`config.mk`:
```
export PLATFORM = sky130hd
export DESIGN_NAME = nls_unit
export DESIGN_NICKNAME = d
export VERILOG_FILES = /design/src/inc/nls_pkg.sv /design/src/hdl/nls_unit.sv
export SDC_FILE = /design/constraint.sdc
export NUM_CORES = 1
export LEC_CHECK = 0
export BUFFER_PORTS_ARGS = -buffer_cell sky130_fd_sc_hd__buf_2
export CAP_MARGIN = 10
export CORE_MARGIN = 3
export CORE_UTILIZATION = 36
export CTS_CLUSTER_SIZE = 24
export DETAILED_ROUTE_END_ITERATION = 7
export SLEW_MARGIN = 0
export SYNTH_ARGS = -nofsm -noshare
export SYNTH_HDL_FRONTEND = slang
export SYNTH_SLANG_ARGS = --single-unit
export TNS_END_PERCENT = 10
```
`constraint.sdc`:
```
create_clock -name mclk -period 1 [get_ports mclk]
set_input_delay 0.1 -clock mclk [delete_from_list [all_inputs] [get_ports mclk]]
set_output_delay 0.1 -clock mclk [all_outputs]
set_load 0.005 [all_outputs]
```
`src/inc/nls_pkg.sv`:
```
// package: operation codes, widths and reset values for the nibble logic/skip unit
package nls_pkg;
	localparam int NIBBLE_W = 4;

	// operation select, one-hot
	typedef enum logic [11:0] {
		NLS_OP_NONE   = 12'h000,
		NLS_OP_OR_RM  = 12'h001,
		NLS_OP_OR_MI  = 12'h002,
		NLS_OP_AND_RM = 12'h004,
		NLS_OP_AND_MI = 12'h008,
		NLS_OP_XOR_RM = 12'h010,
		NLS_OP_XOR_MI = 12'h020,
		NLS_OP_BITS_TRUE  = 12'h040,
		NLS_OP_BITS_FALSE = 12'h080,
		NLS_OP_EQUAL      = 12'h100,
		NLS_OP_UNEQUAL    = 12'h200,
		NLS_OP_GE         = 12'h400,
		NLS_OP_LT         = 12'h800
	} nls_op_e;

	localparam logic [3:0] NIBBLE_ZERO = 4'h0;
	localparam logic       FLAG_RST    = 1'b0;
endpackage

```
`src/hdl/nls_unit.sv`:
```
// module: execution of nibble logical, bit-test and compare-and-skip operations
`timescale 1ns/1ps

// Summary of operation
// - register OR memory, result to register
// - memory OR immediate, result to memory
// - register AND memory, result to register
// - memory AND immediate, result to memory
// - register XOR memory, result to register
// - memory XOR immediate, result to memory
// - bit-true test clears compare flag, skips
// - bit-false test clears compare flag, skips
// - skipped instruction runs as no operation
// - skip if memory equals immediate
// - skip if memory differs from immediate
// - skip when subtraction has no borrow
// - skip when subtraction has a borrow
// - compare flag: subtract keeps destination, keeps zero flag on zero result
module nls_unit #(
	parameter int DATA_W = 4
) (
	input  wire logic                 mclk,
	input  wire logic                 rstn,
	input  wire logic                 op_valid,
	input  wire nls_pkg::nls_op_e     op_sel,
	input  wire logic [DATA_W-1:0]    reg_data,
	input  wire logic [DATA_W-1:0]    mem_data,
	input  wire logic [DATA_W-1:0]    immediate_nibble,
	input  wire logic                 sub_valid,
	input  wire logic [DATA_W-1:0]    sub_result,
	input  wire logic                 compare_only_flag_set,
	input  wire logic                 zero_flag_set,
	output logic                      reg_we_q,
	output logic [DATA_W-1:0]         reg_wdata_q,
	output logic                      mem_we_q,
	output logic [DATA_W-1:0]         mem_wdata_q,
	output logic                      skip_next_q,
	output logic                      no_operation,
	output logic                      sub_dest_we,
	output logic                      compare_only_flag_q,
	output logic                      zero_flag_q
);
	if (DATA_W != nls_pkg::NIBBLE_W) begin : g_bad_width
		$error("nls_unit: DATA_W must be 4");
	end

	// --------------------------------------------------------------
	// combinational operation results
	// --------------------------------------------------------------
	logic [DATA_W-1:0] rm_or, rm_and, rm_xor, mi_or, mi_and, mi_xor, masked;
	logic [DATA_W:0]   diff;
	logic              borrow, diff_zero, live, skip_d;
	logic              reg_we_d, mem_we_d;
	logic [DATA_W-1:0] reg_wdata_d, mem_wdata_d;

	// per-bit gates so no carry can leak between bits
	for (genvar b = 0; b < DATA_W; b++) begin : g_bit
		assign rm_or[b]  = reg_data[b] | mem_data[b];
		assign rm_and[b] = reg_data[b] & mem_data[b];
		assign rm_xor[b] = reg_data[b] ^ mem_data[b];
		assign mi_or[b]  = mem_data[b] | immediate_nibble[b];
		assign mi_and[b] = mem_data[b] & immediate_nibble[b];
		assign mi_xor[b] = mem_data[b] ^ immediate_nibble[b];
	end

	// unsigned subtract, difference is never stored
	assign masked    = mi_and;
	assign diff      = {1'b0, mem_data} - {1'b0, immediate_nibble};
	assign borrow    = diff[DATA_W];
	assign diff_zero = (diff[DATA_W-1:0] == nls_pkg::NIBBLE_ZERO);
	// a skipped instruction does nothing at all
	assign live         = op_valid && !skip_next_q;
	assign no_operation = op_valid && skip_next_q;

	// result select and skip decision
	always_comb begin
		reg_we_d    = 1'b0;
		mem_we_d    = 1'b0;
		reg_wdata_d = reg_data;
		mem_wdata_d = mem_data;
		skip_d      = 1'b0;
		unique case (op_sel)
			nls_pkg::NLS_OP_NONE: ;
			nls_pkg::NLS_OP_OR_RM: begin
				reg_we_d    = live;
				reg_wdata_d = rm_or;
			end
			nls_pkg::NLS_OP_OR_MI: begin
				mem_we_d    = live;
				mem_wdata_d = mi_or;
			end
			nls_pkg::NLS_OP_AND_RM: begin
				reg_we_d    = live;
				reg_wdata_d = rm_and;
			end
			nls_pkg::NLS_OP_AND_MI: begin
				mem_we_d    = live;
				mem_wdata_d = mi_and;
			end
			nls_pkg::NLS_OP_XOR_RM: begin
				reg_we_d    = live;
				reg_wdata_d = rm_xor;
			end
			nls_pkg::NLS_OP_XOR_MI: begin
				mem_we_d    = live;
				mem_wdata_d = mi_xor;
			end
			nls_pkg::NLS_OP_BITS_TRUE: begin
				skip_d = live && (masked == immediate_nibble);
			end
			nls_pkg::NLS_OP_BITS_FALSE: begin
				skip_d = live && (masked == nls_pkg::NIBBLE_ZERO);
			end
			nls_pkg::NLS_OP_EQUAL:   skip_d = live && diff_zero;
			nls_pkg::NLS_OP_UNEQUAL: skip_d = live && !diff_zero;
			nls_pkg::NLS_OP_GE:      skip_d = live && !borrow;
			nls_pkg::NLS_OP_LT:      skip_d = live && borrow;
			default: ; // non one-hot code: ignored
		endcase
	end

	// --------------------------------------------------------------
	// write-back strobes; skip ops never write memory
	// --------------------------------------------------------------
	always_ff @(posedge mclk or negedge rstn) begin
		if (!rstn) begin
			reg_we_q    <= 1'b0;
			reg_wdata_q <= nls_pkg::NIBBLE_ZERO;
			mem_we_q    <= 1'b0;
			mem_wdata_q <= nls_pkg::NIBBLE_ZERO;
		end else begin
			reg_we_q    <= reg_we_d;
			reg_wdata_q <= reg_wdata_d;
			mem_we_q    <= mem_we_d;
			mem_wdata_q <= mem_wdata_d;
		end
	end

	// skip flag: held until the next instruction is consumed as no-op
	always_ff @(posedge mclk or negedge rstn) begin
		if (!rstn) begin
			skip_next_q <= nls_pkg::FLAG_RST;
		end else if (op_valid) begin
			skip_next_q <= skip_d;
		end
	end

	// --------------------------------------------------------------
	// compare and zero flags
	// --------------------------------------------------------------
	// destination write of a subtract is blocked in compare mode
	assign sub_dest_we = sub_valid && !compare_only_flag_q;

	// bit-test decode, shared by the flag logic and its check
	function automatic logic is_bit_test(input nls_pkg::nls_op_e op);
		return op == nls_pkg::NLS_OP_BITS_TRUE || op == nls_pkg::NLS_OP_BITS_FALSE;
	endfunction

	// bit tests clear compare flag; the clear wins only over a same-cycle set
	// from the decoder when a bit test actually executes
	always_ff @(posedge mclk or negedge rstn) begin
		if (!rstn) begin
			compare_only_flag_q <= nls_pkg::FLAG_RST;
		end else if (live && is_bit_test(op_sel)) begin
			compare_only_flag_q <= 1'b0;
		end else if (compare_only_flag_set) begin
			compare_only_flag_q <= 1'b1;
		end
	end

	// zero flag: cleared on nonzero, kept on zero when comparing
	always_ff @(posedge mclk or negedge rstn) begin
		if (!rstn) begin
			zero_flag_q <= nls_pkg::FLAG_RST;
		end else if (sub_valid) begin
			if (sub_result != nls_pkg::NIBBLE_ZERO) begin
				zero_flag_q <= 1'b0;
			end else if (!compare_only_flag_q) begin
				zero_flag_q <= 1'b1;
			end
		end else if (zero_flag_set) begin
			zero_flag_q <= 1'b1;
		end
	end

	// --------------------------------------------------------------
	// checks
	// --------------------------------------------------------------
	chk_or_reg_result: assert property (@(posedge mclk) disable iff (!rstn)
		live && op_sel == nls_pkg::NLS_OP_OR_RM |=> reg_we_q &&
		reg_wdata_q == ($past(reg_data) | $past(mem_data)))
		else $error("register OR result wrong");
	chk_or_mem_result: assert property (@(posedge mclk) disable iff (!rstn)
		live && op_sel == nls_pkg::NLS_OP_OR_MI |=> mem_we_q &&
		mem_wdata_q == ($past(mem_data) | $past(immediate_nibble)))
		else $error("memory OR result wrong");
	chk_and_reg_result: assert property (@(posedge mclk) disable iff (!rstn)
		live && op_sel == nls_pkg::NLS_OP_AND_RM |=> reg_we_q &&
		reg_wdata_q == ($past(reg_data) & $past(mem_data)))
		else $error("register AND result wrong");
	chk_and_mem_result: assert property (@(posedge mclk) disable iff (!rstn)
		live && op_sel == nls_pkg::NLS_OP_AND_MI |=> mem_we_q &&
		mem_wdata_q == ($past(mem_data) & $past(immediate_nibble)))
		else $error("memory AND result wrong");
	chk_xor_reg_result: assert property (@(posedge mclk) disable iff (!rstn)
		live && op_sel == nls_pkg::NLS_OP_XOR_RM |=> reg_we_q &&
		reg_wdata_q == ($past(reg_data) ^ $past(mem_data)))
		else $error("register XOR result wrong");
	chk_xor_mem_result: assert property (@(posedge mclk) disable iff (!rstn)
		live && op_sel == nls_pkg::NLS_OP_XOR_MI |=> mem_we_q &&
		mem_wdata_q == ($past(mem_data) ^ $past(immediate_nibble)))
		else $error("memory XOR result wrong");
	chk_bit_test_compare: assert property (@(posedge mclk) disable iff (!rstn)
		live && is_bit_test(op_sel)
		|=> !compare_only_flag_q && skip_next_q ==
		($past(op_sel) == nls_pkg::NLS_OP_BITS_TRUE ?
		(($past(mem_data) & $past(immediate_nibble)) == $past(immediate_nibble)) :
		(($past(mem_data) & $past(immediate_nibble)) == 4'h0)))
		else $error("bit test skip or compare flag wrong");
	chk_skipped_noop: assert property (@(posedge mclk) disable iff (!rstn)
		skip_next_q && op_valid |=> !reg_we_q && !mem_we_q && !skip_next_q)
		else $error("skipped instruction had an effect");
	chk_equal_skip: assert property (@(posedge mclk) disable iff (!rstn)
		live && op_sel == nls_pkg::NLS_OP_EQUAL |=>
		skip_next_q == ($past(mem_data) == $past(immediate_nibble)) && !mem_we_q)
		else $error("equal skip wrong");
	chk_unequal_skip: assert property (@(posedge mclk) disable iff (!rstn)
		live && op_sel == nls_pkg::NLS_OP_UNEQUAL |=>
		skip_next_q == ($past(mem_data) != $past(immediate_nibble)))
		else $error("unequal skip wrong");
	chk_ge_skip: assert property (@(posedge mclk) disable iff (!rstn)
		live && op_sel == nls_pkg::NLS_OP_GE |=>
		skip_next_q == ($past(mem_data) >= $past(immediate_nibble)))
		else $error("greater-or-equal skip wrong");
	chk_lt_skip: assert property (@(posedge mclk) disable iff (!rstn)
		live && op_sel == nls_pkg::NLS_OP_LT |=>
		skip_next_q == ($past(mem_data) < $past(immediate_nibble)))
		else $error("less-than skip wrong");
	chk_compare_zero_keep: assert property (@(posedge mclk) disable iff (!rstn)
		sub_valid && compare_only_flag_q && sub_result == 4'h0
		|-> !sub_dest_we ##1 zero_flag_q == $past(zero_flag_q))
		else $error("compare mode zero flag not kept");
	chk_nonzero_zero_clear: assert property (@(posedge mclk) disable iff (!rstn)
		sub_valid && sub_result != 4'h0 |=> !zero_flag_q)
		else $error("nonzero result left zero flag set");
	chk_skip_no_write: assert property (@(posedge mclk) disable iff (!rstn)
		op_valid && op_sel inside {nls_pkg::NLS_OP_EQUAL, nls_pkg::NLS_OP_UNEQUAL,
		nls_pkg::NLS_OP_GE, nls_pkg::NLS_OP_LT, nls_pkg::NLS_OP_BITS_TRUE,
		nls_pkg::NLS_OP_BITS_FALSE} |=> !mem_we_q && !reg_we_q)
		else $error("skip op wrote data");

	cov_skip_taken:  cover property (@(posedge mclk) disable iff (!rstn)
		live && skip_d ##1 no_operation);
	cov_or_write:    cover property (@(posedge mclk) disable iff (!rstn)
		live && op_sel == nls_pkg::NLS_OP_OR_RM);
	cov_compare_chain: cover property (@(posedge mclk) disable iff (!rstn)
		sub_valid && compare_only_flag_q ##1 sub_valid && compare_only_flag_q);
endmodule // nls_unit

```
Yosys cells after proc, flatten, opt, wreduce, memory -nomap -nowiden
Index checks and enable logic that the tools add are counted.
{ "totals": {"input_bits": 34, "ff_bits": 13} }
{ "classes": {"n_reduce_logical": 23, "addsub": 1, "n_bitwise": 24, "mux": 11, "eq_ne": 14} }
{ "op_table": {"columns": ["operator", "count"], "rows": [
  ["$pmux 4 s3", 2],
  ["$eq 12x1->1 const B", 1],
  ["$eq 12x10->1 const B", 1],
  ["$eq 12x11->1 const B", 1],
  ["$eq 12x12->1 const B", 1],
  ["$eq 12x2->1 const B", 1],
  ["$eq 12x3->1 const B", 1],
  ["$eq 12x4->1 const B", 1],
  ["$eq 12x5->1 const B", 1],
  ["$eq 12x6->1 const B", 1],
  ["$eq 12x7->1 const B", 1],
  ["$eq 12x8->1 const B", 1],
  ["$eq 12x9->1 const B", 1],
  ["$logic_and 1x1->1", 10],
  ["$and 1x1->1", 8],
  ["$logic_not 4->1", 2],
  ["$mux 1", 8],
  ["$or 1x1->1", 8],
  ["$xor 1x1->1", 8],
  ["$pmux 1 s6", 1],
  ["$reduce_or 3->1", 2],
  ["$sub 4x4->5", 1],
  ["$eq 4x4->1", 1],
  ["$logic_not 1->1", 4],
  ["5 further kinds", 6]
]} }

Logic depth before layout (Yosys ltp)
Gate-level depths: netlist of run 1.
{ "depth": {"ltp_word": 5, "ltp_mapped": 8, "depth_no_buf": 8} }

Worst setup path before layout of run 1
No wires, ideal clock.
{ "synth_timing": {"path_kind": "input to register", "startpoint": "in mem_data[0]", "endpoint": "reg skip_next_q", "path_buffers": 0, "cell_stages": 8, "t_arrival_ns": 1.419, "setup_time_ns": 0.125, "setup_slack_ns": -0.544, "cell_sequence": "inv_1 -> ha_1 -> fa_1 -> xnor2_1 -> nand3b_1 -> nor3_1 -> mux2i_1 -> a21oi_1"} }
{ "synth_via": {"elab_chain_len": 5, "word_cells_on_any_way": 14, "cone_classes": "add/sub (1); eq/ne (1); mux (1); bitwise (1); reduce/logical (10)"} }
{ "synth_rtl": {"columns": ["item", "line_no", "rtl"], "rows": [
  ["from (decl)", "nls_unit.sv:27", "input wire logic [DATA_W-1:0] mem_data,"],
  ["$sub 4x4->5", "nls_unit.sv:68", "assign diff = {1'b0, mem_data} - {1'b0, immediate_nibble};"],
  ["$logic_not 4->1", "nls_unit.sv:70", "assign diff_zero = (diff[DATA_W-1:0] == nls_pkg::NIBBLE_ZERO);"],
  ["$logic_not 1->1", "nls_unit.sv:115", "nls_pkg::NLS_OP_UNEQUAL: skip_d = live && !diff_zero;"],
  ["$logic_and 1x1->1", "nls_unit.sv:115", null],
  ["$pmux 1 s6 *", "nls_unit.sv:82", "unique case (op_sel)"],
  ["to (signal assigned)", "nls_unit.sv:142", "skip_next_q <= nls_pkg::FLAG_RST;"],
  ["to (signal assigned)", "nls_unit.sv:144", "skip_next_q <= skip_d;"],
  ["to (decl)", "nls_unit.sv:37", "output logic skip_next_q,"]
]} }
Every way passes the cells marked *; elsewhere a longest branch is shown, timed or not.
A chain may end at the register's enable or synchronous reset.

Final worst setup path of run 1
{ "layout_timing": {"startpoint": "in mem_data[1]", "endpoint": "reg skip_next_q"} }
Same word-level chain as after synthesis.

==> results of run 1 <==
==> sequential cells by signal (all words and copies together), names as in the netlist <==
name	cells
mem_wdata_q	4
reg_wdata_q	4
compare_only_flag_q	1
mem_we_q	1
reg_we_q	1
skip_next_q	1
zero_flag_q	1
==> synthesized netlist by cell type, types with 2 or more instances <==
cell type	instances
nor4_4	2
inv_1	16
nand3_1	2
o221ai_1	2
dfrtp_1	13
nor2b_1	6
nor3b_2	2
a22oi_1	2
a21oi_1	5
nand2_1	5
nor2_1	12
nor4_1	4
a221oi_1	4
mux2i_1	6
nor3b_1	3
ha_1	23
nor3_1	3
nand4_1	2
nor3b_4	2
a221o_1	2
o2bb2ai_1	2
nor4b_1	2
and2b_1	2
==> how the worst max path moves through the flow <==
stage                start                       end  slack, ns  depth (start not counted)
4_1_cts        mem_data[0]   skip_next_q$_DFFE_PN0P_      -0.35                          8
3_3_place_gp   mem_data[0]   skip_next_q$_DFFE_PN0P_      -0.63                          8
2_1_floorplan    op_sel[2]  reg_wdata_q[0]$_DFF_PN0_      -0.48                          5
6_report       mem_data[1]   skip_next_q$_DFFE_PN0P_      -0.31                          9
5_1_grt        mem_data[1]   skip_next_q$_DFFE_PN0P_      -0.36                          9
3_5_place_dp    op_sel[11]  reg_wdata_q[0]$_DFF_PN0_      -0.69                          6
==> layer usage <==
metal  vias up  wire (µm)
met5         -          0
met4         0        100
met3         8        199
met2        46       1970
met1       680       1730
li1        727          -
==> logic make-up (layout without fill, tap and decap cells) <==
logic type,after synthesis,count (layout),synth area share [%]
XOR/XNOR,2,2,1.27
AO/OA/AOI/OAI,25,25,13.9
multiplexers,6,6,4.36
flip-flops,13,13,23.6
AND/OR/NAND/NOR,56,56,28.9
buffers and inverters,18,118,5.55
adder cells (fa/ha/maj),24,24,22.4
==> what timing repair did <==
action | CTS | global route
endpoints found under the hold margin | 13 | 0
hold buffers | 1 | 0
endpoints found under the setup margin | 13 | 14
buffers inserted | 0 | 1
gates resized for setup | 20 | 15
pin swaps | 8 | 4
==> layout by cell type, fill, tap and decap left out, drive strengths merged, types with 3 or more instances in the layout <==
master / instances
buf: 97
ha: 23
inv: 16
dfrtp: 13
nor2: 12
nor4: 7
nor3b: 7
nor2b: 6
mux2i: 6
nand2: 5
a21oi: 5
a221oi: 4
nor3: 4
clkbuf: 4
nand3: 3
==> stage by stage <==
step,instance area [µm²],cells
2_1_floorplan,1390,144
3_3_place_gp,2030,284
3_5_place_dp,2030,284
4_1_cts,2180,289
5_1_grt,2260,290
6_report,2260,290
==> final cells by class <==
cell class | count | area [µm²]
clock buffer | 4 | 45.0
fill | 288 | 1230
inverter | 16 | 62.6
multi-input combinational | 113 | 1110
sequential | 13 | 325
tap | 46 | 57.6
timing repair buffer | 98 | 667
==> power breakdown <==
group / switching (mW) / internal (mW)
combinational: 0.266 / 0.305
clock: 0.171 / 0.280
sequential: 0.00651 / 0.546
==> critical path: stages <==
cell,delay [ns]
buf_2,0.08
inv_1,0.10
buf_4,0.17
ha_1,0.19
nor4_1,0.34
a21oi_1,0.12
o22ai_1,0.14
a21oi_1,0.09
a21oi_1,0.14
==> results.toml, run 1 <==
[critical_path]
crit_path_start_kind = "primary input"
critPathArrivalTime_ns = 1.47
r2r.worst_path.cells = 4
rrSetupSlack_ns = 0.01
path_max_fanout = 3
worstSetupPathType = "primary input to register"
r2r_start = "skip_next_q$_DFFE_PN0P_"
r2r_end = "skip_next_q$_DFFE_PN0P_"
end_kind = "register"
crit_required_ns = 1.16

[logic_synthesis]
async_flop_share_pct = 100
synthDominantCellAreaShare_pct = 23.6
ys_seq_elements = 13
seq_area_frac_synth_pct = 23.6
syn_nets = 202
netlist_instances = 144
yosys-top-cells-area = "dfrtp_1, ha_1, mux2i_1"
synth_cell_types = 45
postSynthAreaPerCell_um2 = 9.56
yosysWarnings = 0
synth_edf_count = 0
synth_top_area_cell = "dfrtp_1"
synth_flop_cell = "dfrtp_1"
syn-cell-area_um2 = 1380

[timing]
hold_viol = 0
maxSlewViolCount = 0
fin_skew_ns = 0.0000260
finalSetupViolations = 11
fin_setup_tns_ns = -2.39
min_period_over_period_pct = 131
min_period_ns = 1.31
relSlewSlack_pct = 73.2
holdWs_ns = 0.0588
fmax_ghz = 0.764
worstMarginPinSlew_ns = 0.396
rsz0062_at_grt = "yes"
postLayoutSetupSlackWorst_ns = -0.309

[place]
port_buffers = 48
gp_congestion = 0.905
pre_cts_ws_ns = -0.688
dp_hpwl_mm = 3.38

[worst_hold_path]
hold_depth = 2
hold_path.class = "primary input to register"
worstHoldEndpoint = "zero_flag_q$_DFFE_PN0P_"
min-delay-start = "sub_valid"

[global_routing]
top_usage_layer = "met2"
grt_overflow = 0
grt_max_degree = 14
grt_use_total_pct = 18.3
grt_pass1_vias = 1417
gr-usage-met2_pct = 32.3
antenna_found_initial = 0
grtUsageMet3_pct = 1.64
grt_pass1_wl_mm = 6.41
global_route.usage.met1_pct = 22.9

[finish]
diodes = 0
nets = 303
syn2layout_area_growth_pct = 64.5
final_util_pct = 64.8
drive_gt1_share_pct = 52.9

[floorplanning]
start_util_pct = 39.4
pin_count = 49
dieArea_um2 = 4600
core_um2 = 3490
die_h_um = 67.8
floorplan.die.width_um = 67.8
fp-row-count = 21

[detailed_routing]
routed_wl_mm = 4.00
route.detailed.drc = 0
drtIter0Drc = 69
ant_nets = 0
wl_per_cell_um = 13.8
dr.pass1.iters = 4
vias = 1461
viasPerCell = 5.04

[power_and_ir_drop]
finalPower_mw = 1.58
ir_drop_mv = 0.371
p_leak_nw = 1.12
powerDensity_nw_per_um2 = 696

[clock_tree]
cts-root-buf = "clkbuf_8"
cts_tree = "done"
clk_pin_slew_ns = 0.05
htree_levels = 1
clk_path_buf_depth = 2
numClockSinks = 13
clkLatencyLatePin_ns = 0.24
cts_buffers = 3

[outcome]
status = "finished with violations"
violations = "setup timing"

[job]
drv_cap = 0
(Power assumes the default switching activity.)
==> run 2, diff against run 1 <==
==> constraint.sdc (replaced) <==
create_clock -name mclk -period 1.3 [get_ports mclk]
set_input_delay 0.13 -clock mclk [delete_from_list [all_inputs] [get_ports mclk]]
set_output_delay 0.13 -clock mclk [all_outputs]
set_load 0.005 [all_outputs]
==> results.toml, run 2 (same netlist as run 1, synthesis figures left out) <==
[outcome]
status = "finished with violations"
violations = "setup timing"

[clock_tree]
clk_path_buf_depth = 2
cts_buffers = 3
numClockSinks = 13
cts-root-buf = "clkbuf_8"
htree_levels = 1
clkLatencyLatePin_ns = 0.24
cts_tree = "done"
clk_pin_slew_ns = 0.05

[critical_path]
critPathArrivalTime_ns = 1.46
worstSetupStartpoint = "op_sel[2]"
cp_cell_sequence = "buf_2 > nor4_4 > nand3_2 > nor3b_4 > nor3_2 > a221o_1"
path_max_fanout = 4
end_kind = "register"
crit_path_start_kind = "primary input"
worstSetupPathType = "primary input to register"
crit_required_ns = 1.42
crit_family = "simple AND/OR/NAND/NOR gates"
critPathMaxStageDelay_ns = 0.39
cpMaxStageDelayCell = "nor4_4"
r2r_start = "skip_next_q$_DFFE_PN0P_"
path_buf_inv = 1

[place]
port_buffers = 48
dp.cells = 285
gp_congestion = 0.843
pre_cts_ws_ns = -0.396
dp_hpwl_mm = 3.33

[detailed_routing]
viasPerCell = 4.97
route.detailed.drc = 0
dr.pass1.iters = 4
vias = 1451
drtIter0Drc = 34
routed_wl_mm = 3.86
ant_nets = 0
wl_per_cell_um = 13.2

[finish]
nets = 305
diodes = 0
final_util_pct = 63.4
fillers = 292
drive_gt1_share_pct = 52.0
final_common_cell = "buf_4"
reg_top3 = "mem_wdata_q x4, reg_wdata_q x4"
syn2layout_area_growth_pct = 61.0
fin_cells = 292
final_cell_mix = "buf_4, buf_2, ha_1, inv_1, dfrtp_1"

[floorplanning]
start_util_pct = 39.4
pin_count = 49
die_h_um = 67.8
dieArea_um2 = 4600
floorplan.die.width_um = 67.8
fp-row-count = 21
core_um2 = 3490

[worst_hold_path]
min-delay-start = "sub_valid"
hold_path.class = "primary input to register"

[timing]
hold_viol = 0
maxSlewViolCount = 0
fin_skew_ns = 0.0000801
fmax_ghz = 0.749
worstMarginPinSlew_ns = 0.414
relSlewSlack_pct = 72.0
rsz0062_at_grt = "yes"
min_period_ns = 1.34
finalSetupViolations = 3
postLayoutSetupSlackWorst_ns = -0.0355
min_period_over_period_pct = 103

[power_and_ir_drop]
ir_drop_mv = 0.273
powerDensity_nw_per_um2 = 544
finalPower_mw = 1.20
p_leak_nw = 1.11
netSwitchingFraction_pct = 28.2
p_int_mw = 0.865
p_clk_share_pct = 29.3
power_switching_mw = 0.340
power_frac_comb_pct = 35.4
pwr-share-seq_pct = 35.3

[job]
drv_cap = 0

[global_routing]
grt_pass1_vias = 1428
grt_use_total_pct = 17.2
grt_overflow = 0
antenna_found_initial = 0
grt_pass1_wl_mm = 6.07
grt_max_degree = 14
-- run 2: changes by cell type in the layout (fill, tap and decap cells not counted), sizes merged --
cell	previous run	this run
buf	97	99
-- run 2: layout make-up --
class	instances	area, µm²	area share [%]
Clock buffer	4	45.0	2.03
Inverter	16	62.6	2.82
Multi-Input combinational cell	113	1080	48.6
Sequential cell	13	325	14.7
Tap cell	46	57.6	2.60
Timing Repair Buffer	100	649	29.3
-- run 2: through the flow --
| step | instance area, µm² | setup TNS [ns] | hold WS [ns] |
|---|---|---|---|
| finish | 2220 | -0.0809 | 0.0825 |
| global route | 2220 | -0.642 | 0.0885 |
| CTS | 2170 | -0.149 | 0.0774 |
| detailed placement | 2040 | -3.87 | 0.0350 |
| global placement | 2040 | -3.23 | 0.0265 |
| floorplan | 1390 | -1.46 | -0.166 |
-- run 2: power by group through the flow --
stage	clock [mW]	combinational, mW	sequential [mW]
floorplan	0	0.142	0.434
global placement	0	0.370	0.432
detailed placement	0	0.383	0.432
CTS	0.367	0.411	0.425
global route	0.385	0.467	0.426
finish	0.352	0.427	0.425
-- run 2: final timing paths --
| path | to | slack [ns] | cells after the start |
|---|---|---|---|
| max in group asynchronous | reg_wdata_q[2]$_DFF_PN0_ | 0.78 | 2 |
| setup reg to reg | skip_next_q$_DFFE_PN0P_ | 0.23 | 4 |
| hold / removal | zero_flag_q$_DFFE_PN0P_ | 0.08 | 2 |
| min in group asynchronous | mem_we_q$_DFF_PN0_ | 0.30 | 2 |
| setup / recovery | reg_wdata_q[0]$_DFF_PN0_ | -0.04 | 6 |
| hold reg to reg | zero_flag_q$_DFFE_PN0P_ | 0.56 | 2 |
-- run 2: worst reg2reg max path: stages, from the launching register on --
cell	delay, ns
dfrtp_1	0.40
nand2b_1	0.19
nor2_1	0.17
a21oi_1	0.10
a21oi_1	0.14
-- run 2: timing repair --
item | 4_1_cts | 5_1_grt
buffers inserted | 2 | 0
hold endpoints to repair | 13 | 0
endpoints found under the setup margin | 11 | 10
hold buffers | 1 | 0
pin swaps | 6 | 4
gates resized for setup | 12 | 8
-- run 2: per-layer routing --
layer,up-vias,global-route usage (%),part of all wire (%)
met1,674,22.3,46
li1,730,-,-
met2,45,30.4,48
met3,2,1.48,5.1
met4,0,4.71,0.65
met5,-,0,0
==> run 3, diff against run 2 <==
==> constraint.sdc (replaced) <==
create_clock -name mclk -period 1.4 [get_ports mclk]
set_input_delay 0.14 -clock mclk [delete_from_list [all_inputs] [get_ports mclk]]
set_output_delay 0.14 -clock mclk [all_outputs]
set_load 0.005 [all_outputs]
==> results.toml, run 3 (same netlist as run 1, synthesis figures left out) <==
[outcome]
status = "finished with violations"
violations = "setup timing"

[clock_tree]
numClockSinks = 13
clkLatencyLatePin_ns = 0.24
clk_pin_slew_ns = 0.05
cts_buffers = 3
cts_tree = "done"
clk_path_buf_depth = 2
htree_levels = 1
post_cts_buffers = 0
cts-root-buf = "clkbuf_8"

[finish]
reg_top3 = "mem_wdata_q x4, reg_wdata_q x4"
diodes = 0
final_util_pct = 62.0
fillers = 302
final_common_cell = "buf_4"
syn2layout_area_growth_pct = 57.5
final_cell_mix = "buf_4, buf_2, ha_1, inv_1, dfrtp_1"
drive_gt1_share_pct = 48.6
nets = 304

[timing]
hold_viol = 0
fin_setup_tns_ns = -0.0656
min_period_ns = 1.47
relSlewSlack_pct = 71.7
worstMarginPinSlew_ns = 0.420
maxSlewViolCount = 0
fin_skew_ns = 0.000115
rsz0062_at_grt = "yes"
min_period_over_period_pct = 105
postLayoutSetupSlackWorst_ns = -0.0656
fmax_ghz = 0.682
holdWs_ns = 0.103
finalSetupViolations = 1

[detailed_routing]
dr.pass1.iters = 4
route.detailed.drc = 0
vias = 1460
viasPerCell = 5.02
routed_wl_mm = 4.07
wl_per_cell_um = 14.0
drtIter0Drc = 41
ant_nets = 0

[place]
port_buffers = 48
pre_cts_ws_ns = -0.306
dp_hpwl_mm = 3.48
gp_congestion = 0.887

[floorplanning]
pin_count = 49
core_um2 = 3490
floorplan.die.width_um = 67.8
dieArea_um2 = 4600
start_util_pct = 39.4
die_h_um = 67.8
fp-row-count = 21

[critical_path]
path_max_fanout = 2
crit_path_start_kind = "primary input"
r2r.worst_path.cells = 4
r2r_start = "skip_next_q$_DFFE_PN0P_"
crit_required_ns = 1.51
worstSetupPathType = "primary input to register"
critPathArrivalTime_ns = 1.58
r2r_end = "skip_next_q$_DFFE_PN0P_"
rrSetupSlack_ns = 0.37
end_kind = "register"

[power_and_ir_drop]
powerDensity_nw_per_um2 = 510
p_leak_nw = 1.10
ir_drop_mv = 0.269
finalPower_mw = 1.11

[global_routing]
grt_pass1_vias = 1462
grt_max_degree = 14
top_usage_layer = "met2"
grt_overflow = 0
grt_pass1_wl_mm = 6.33
grt_use_total_pct = 17.8
gr-usage-met2_pct = 32.9
global_route.usage.met1_pct = 22.1
grtUsageMet3_pct = 0.985
antenna_found_initial = 0

[worst_hold_path]
hold_path.class = "primary input to register"
worstHoldEndpoint = "zero_flag_q$_DFFE_PN0P_"
min-delay-start = "sub_valid"
hold_depth = 2

[job]
drv_cap = 0
==> run 3: per-layer routing <==
layer / wire length (µm) / up-vias
met5: 0 / -
met4: 42 / 0
met3: 154 / 4
met2: 2080 / 38
met1: 1800 / 689
li1: - / 729
==> run 3: worst max-delay path, cell delays in order <==
cell and delay (ns):
buf_8 0.08, inv_4 0.03, ha_4 0.15, fa_2 0.39, xnor2_2 0.16, nand3b_1 0.12, nor3_2 0.22, mux2i_1 0.20
a21oi_1 0.09
==> run 3: final cells by class <==
| cell class | count | area [µm²] | area share, % |
|---|---|---|---|
| tap | 46 | 57.6 | 2.65 |
| multi-input combinational | 113 | 1030 | 47.6 |
| inverter | 16 | 62.6 | 2.89 |
| sequential | 13 | 325 | 15.0 |
| timing repair buffer | 99 | 646 | 29.8 |
| clock buffer | 4 | 45.0 | 2.08 |
==> run 3: where the power goes <==
group          switching [mW]  internal [mW]  leakage (nW)
Combinational           0.183          0.204         0.922
Clock                   0.124          0.200        0.0228
Sequential            0.00469          0.390         0.156
Total                   0.312          0.795          1.10
==> run 3: per-stage QoR <==
step / cell area (µm²) / cells
finish: 2170 / 291
global route: 2170 / 291
CTS: 2110 / 291
detailed placement: 2050 / 286
global placement: 2050 / 286
floorplan: 1390 / 144
==> run 3: how the worst max path moves through the flow <==
stage	from	end	slack, ns	depth (start not counted)
final	mem_data[0]	skip_next_q$_DFFE_PN0P_	-0.07	9
after CTS	mem_data[0]	skip_next_q$_DFFE_PN0P_	-0.03	8
after global placement	mem_data[0]	skip_next_q$_DFFE_PN0P_	-0.27	9
after global routing	mem_data[0]	skip_next_q$_DFFE_PN0P_	-0.17	9
after detailed placement	op_sel[11]	mem_wdata_q[2]$_DFF_PN0_	-0.31	6
after floorplan	op_sel[2]	reg_wdata_q[0]$_DFF_PN0_	-0.12	5
==> run 3: what timing repair did <==
action | CTS | global route
hold buffers | 1 | 0
pin swaps | 0 | 7
resized for setup | 2 | 12
hold endpoints to repair | 13 | 0
endpoints found under the setup margin | 8 | 10
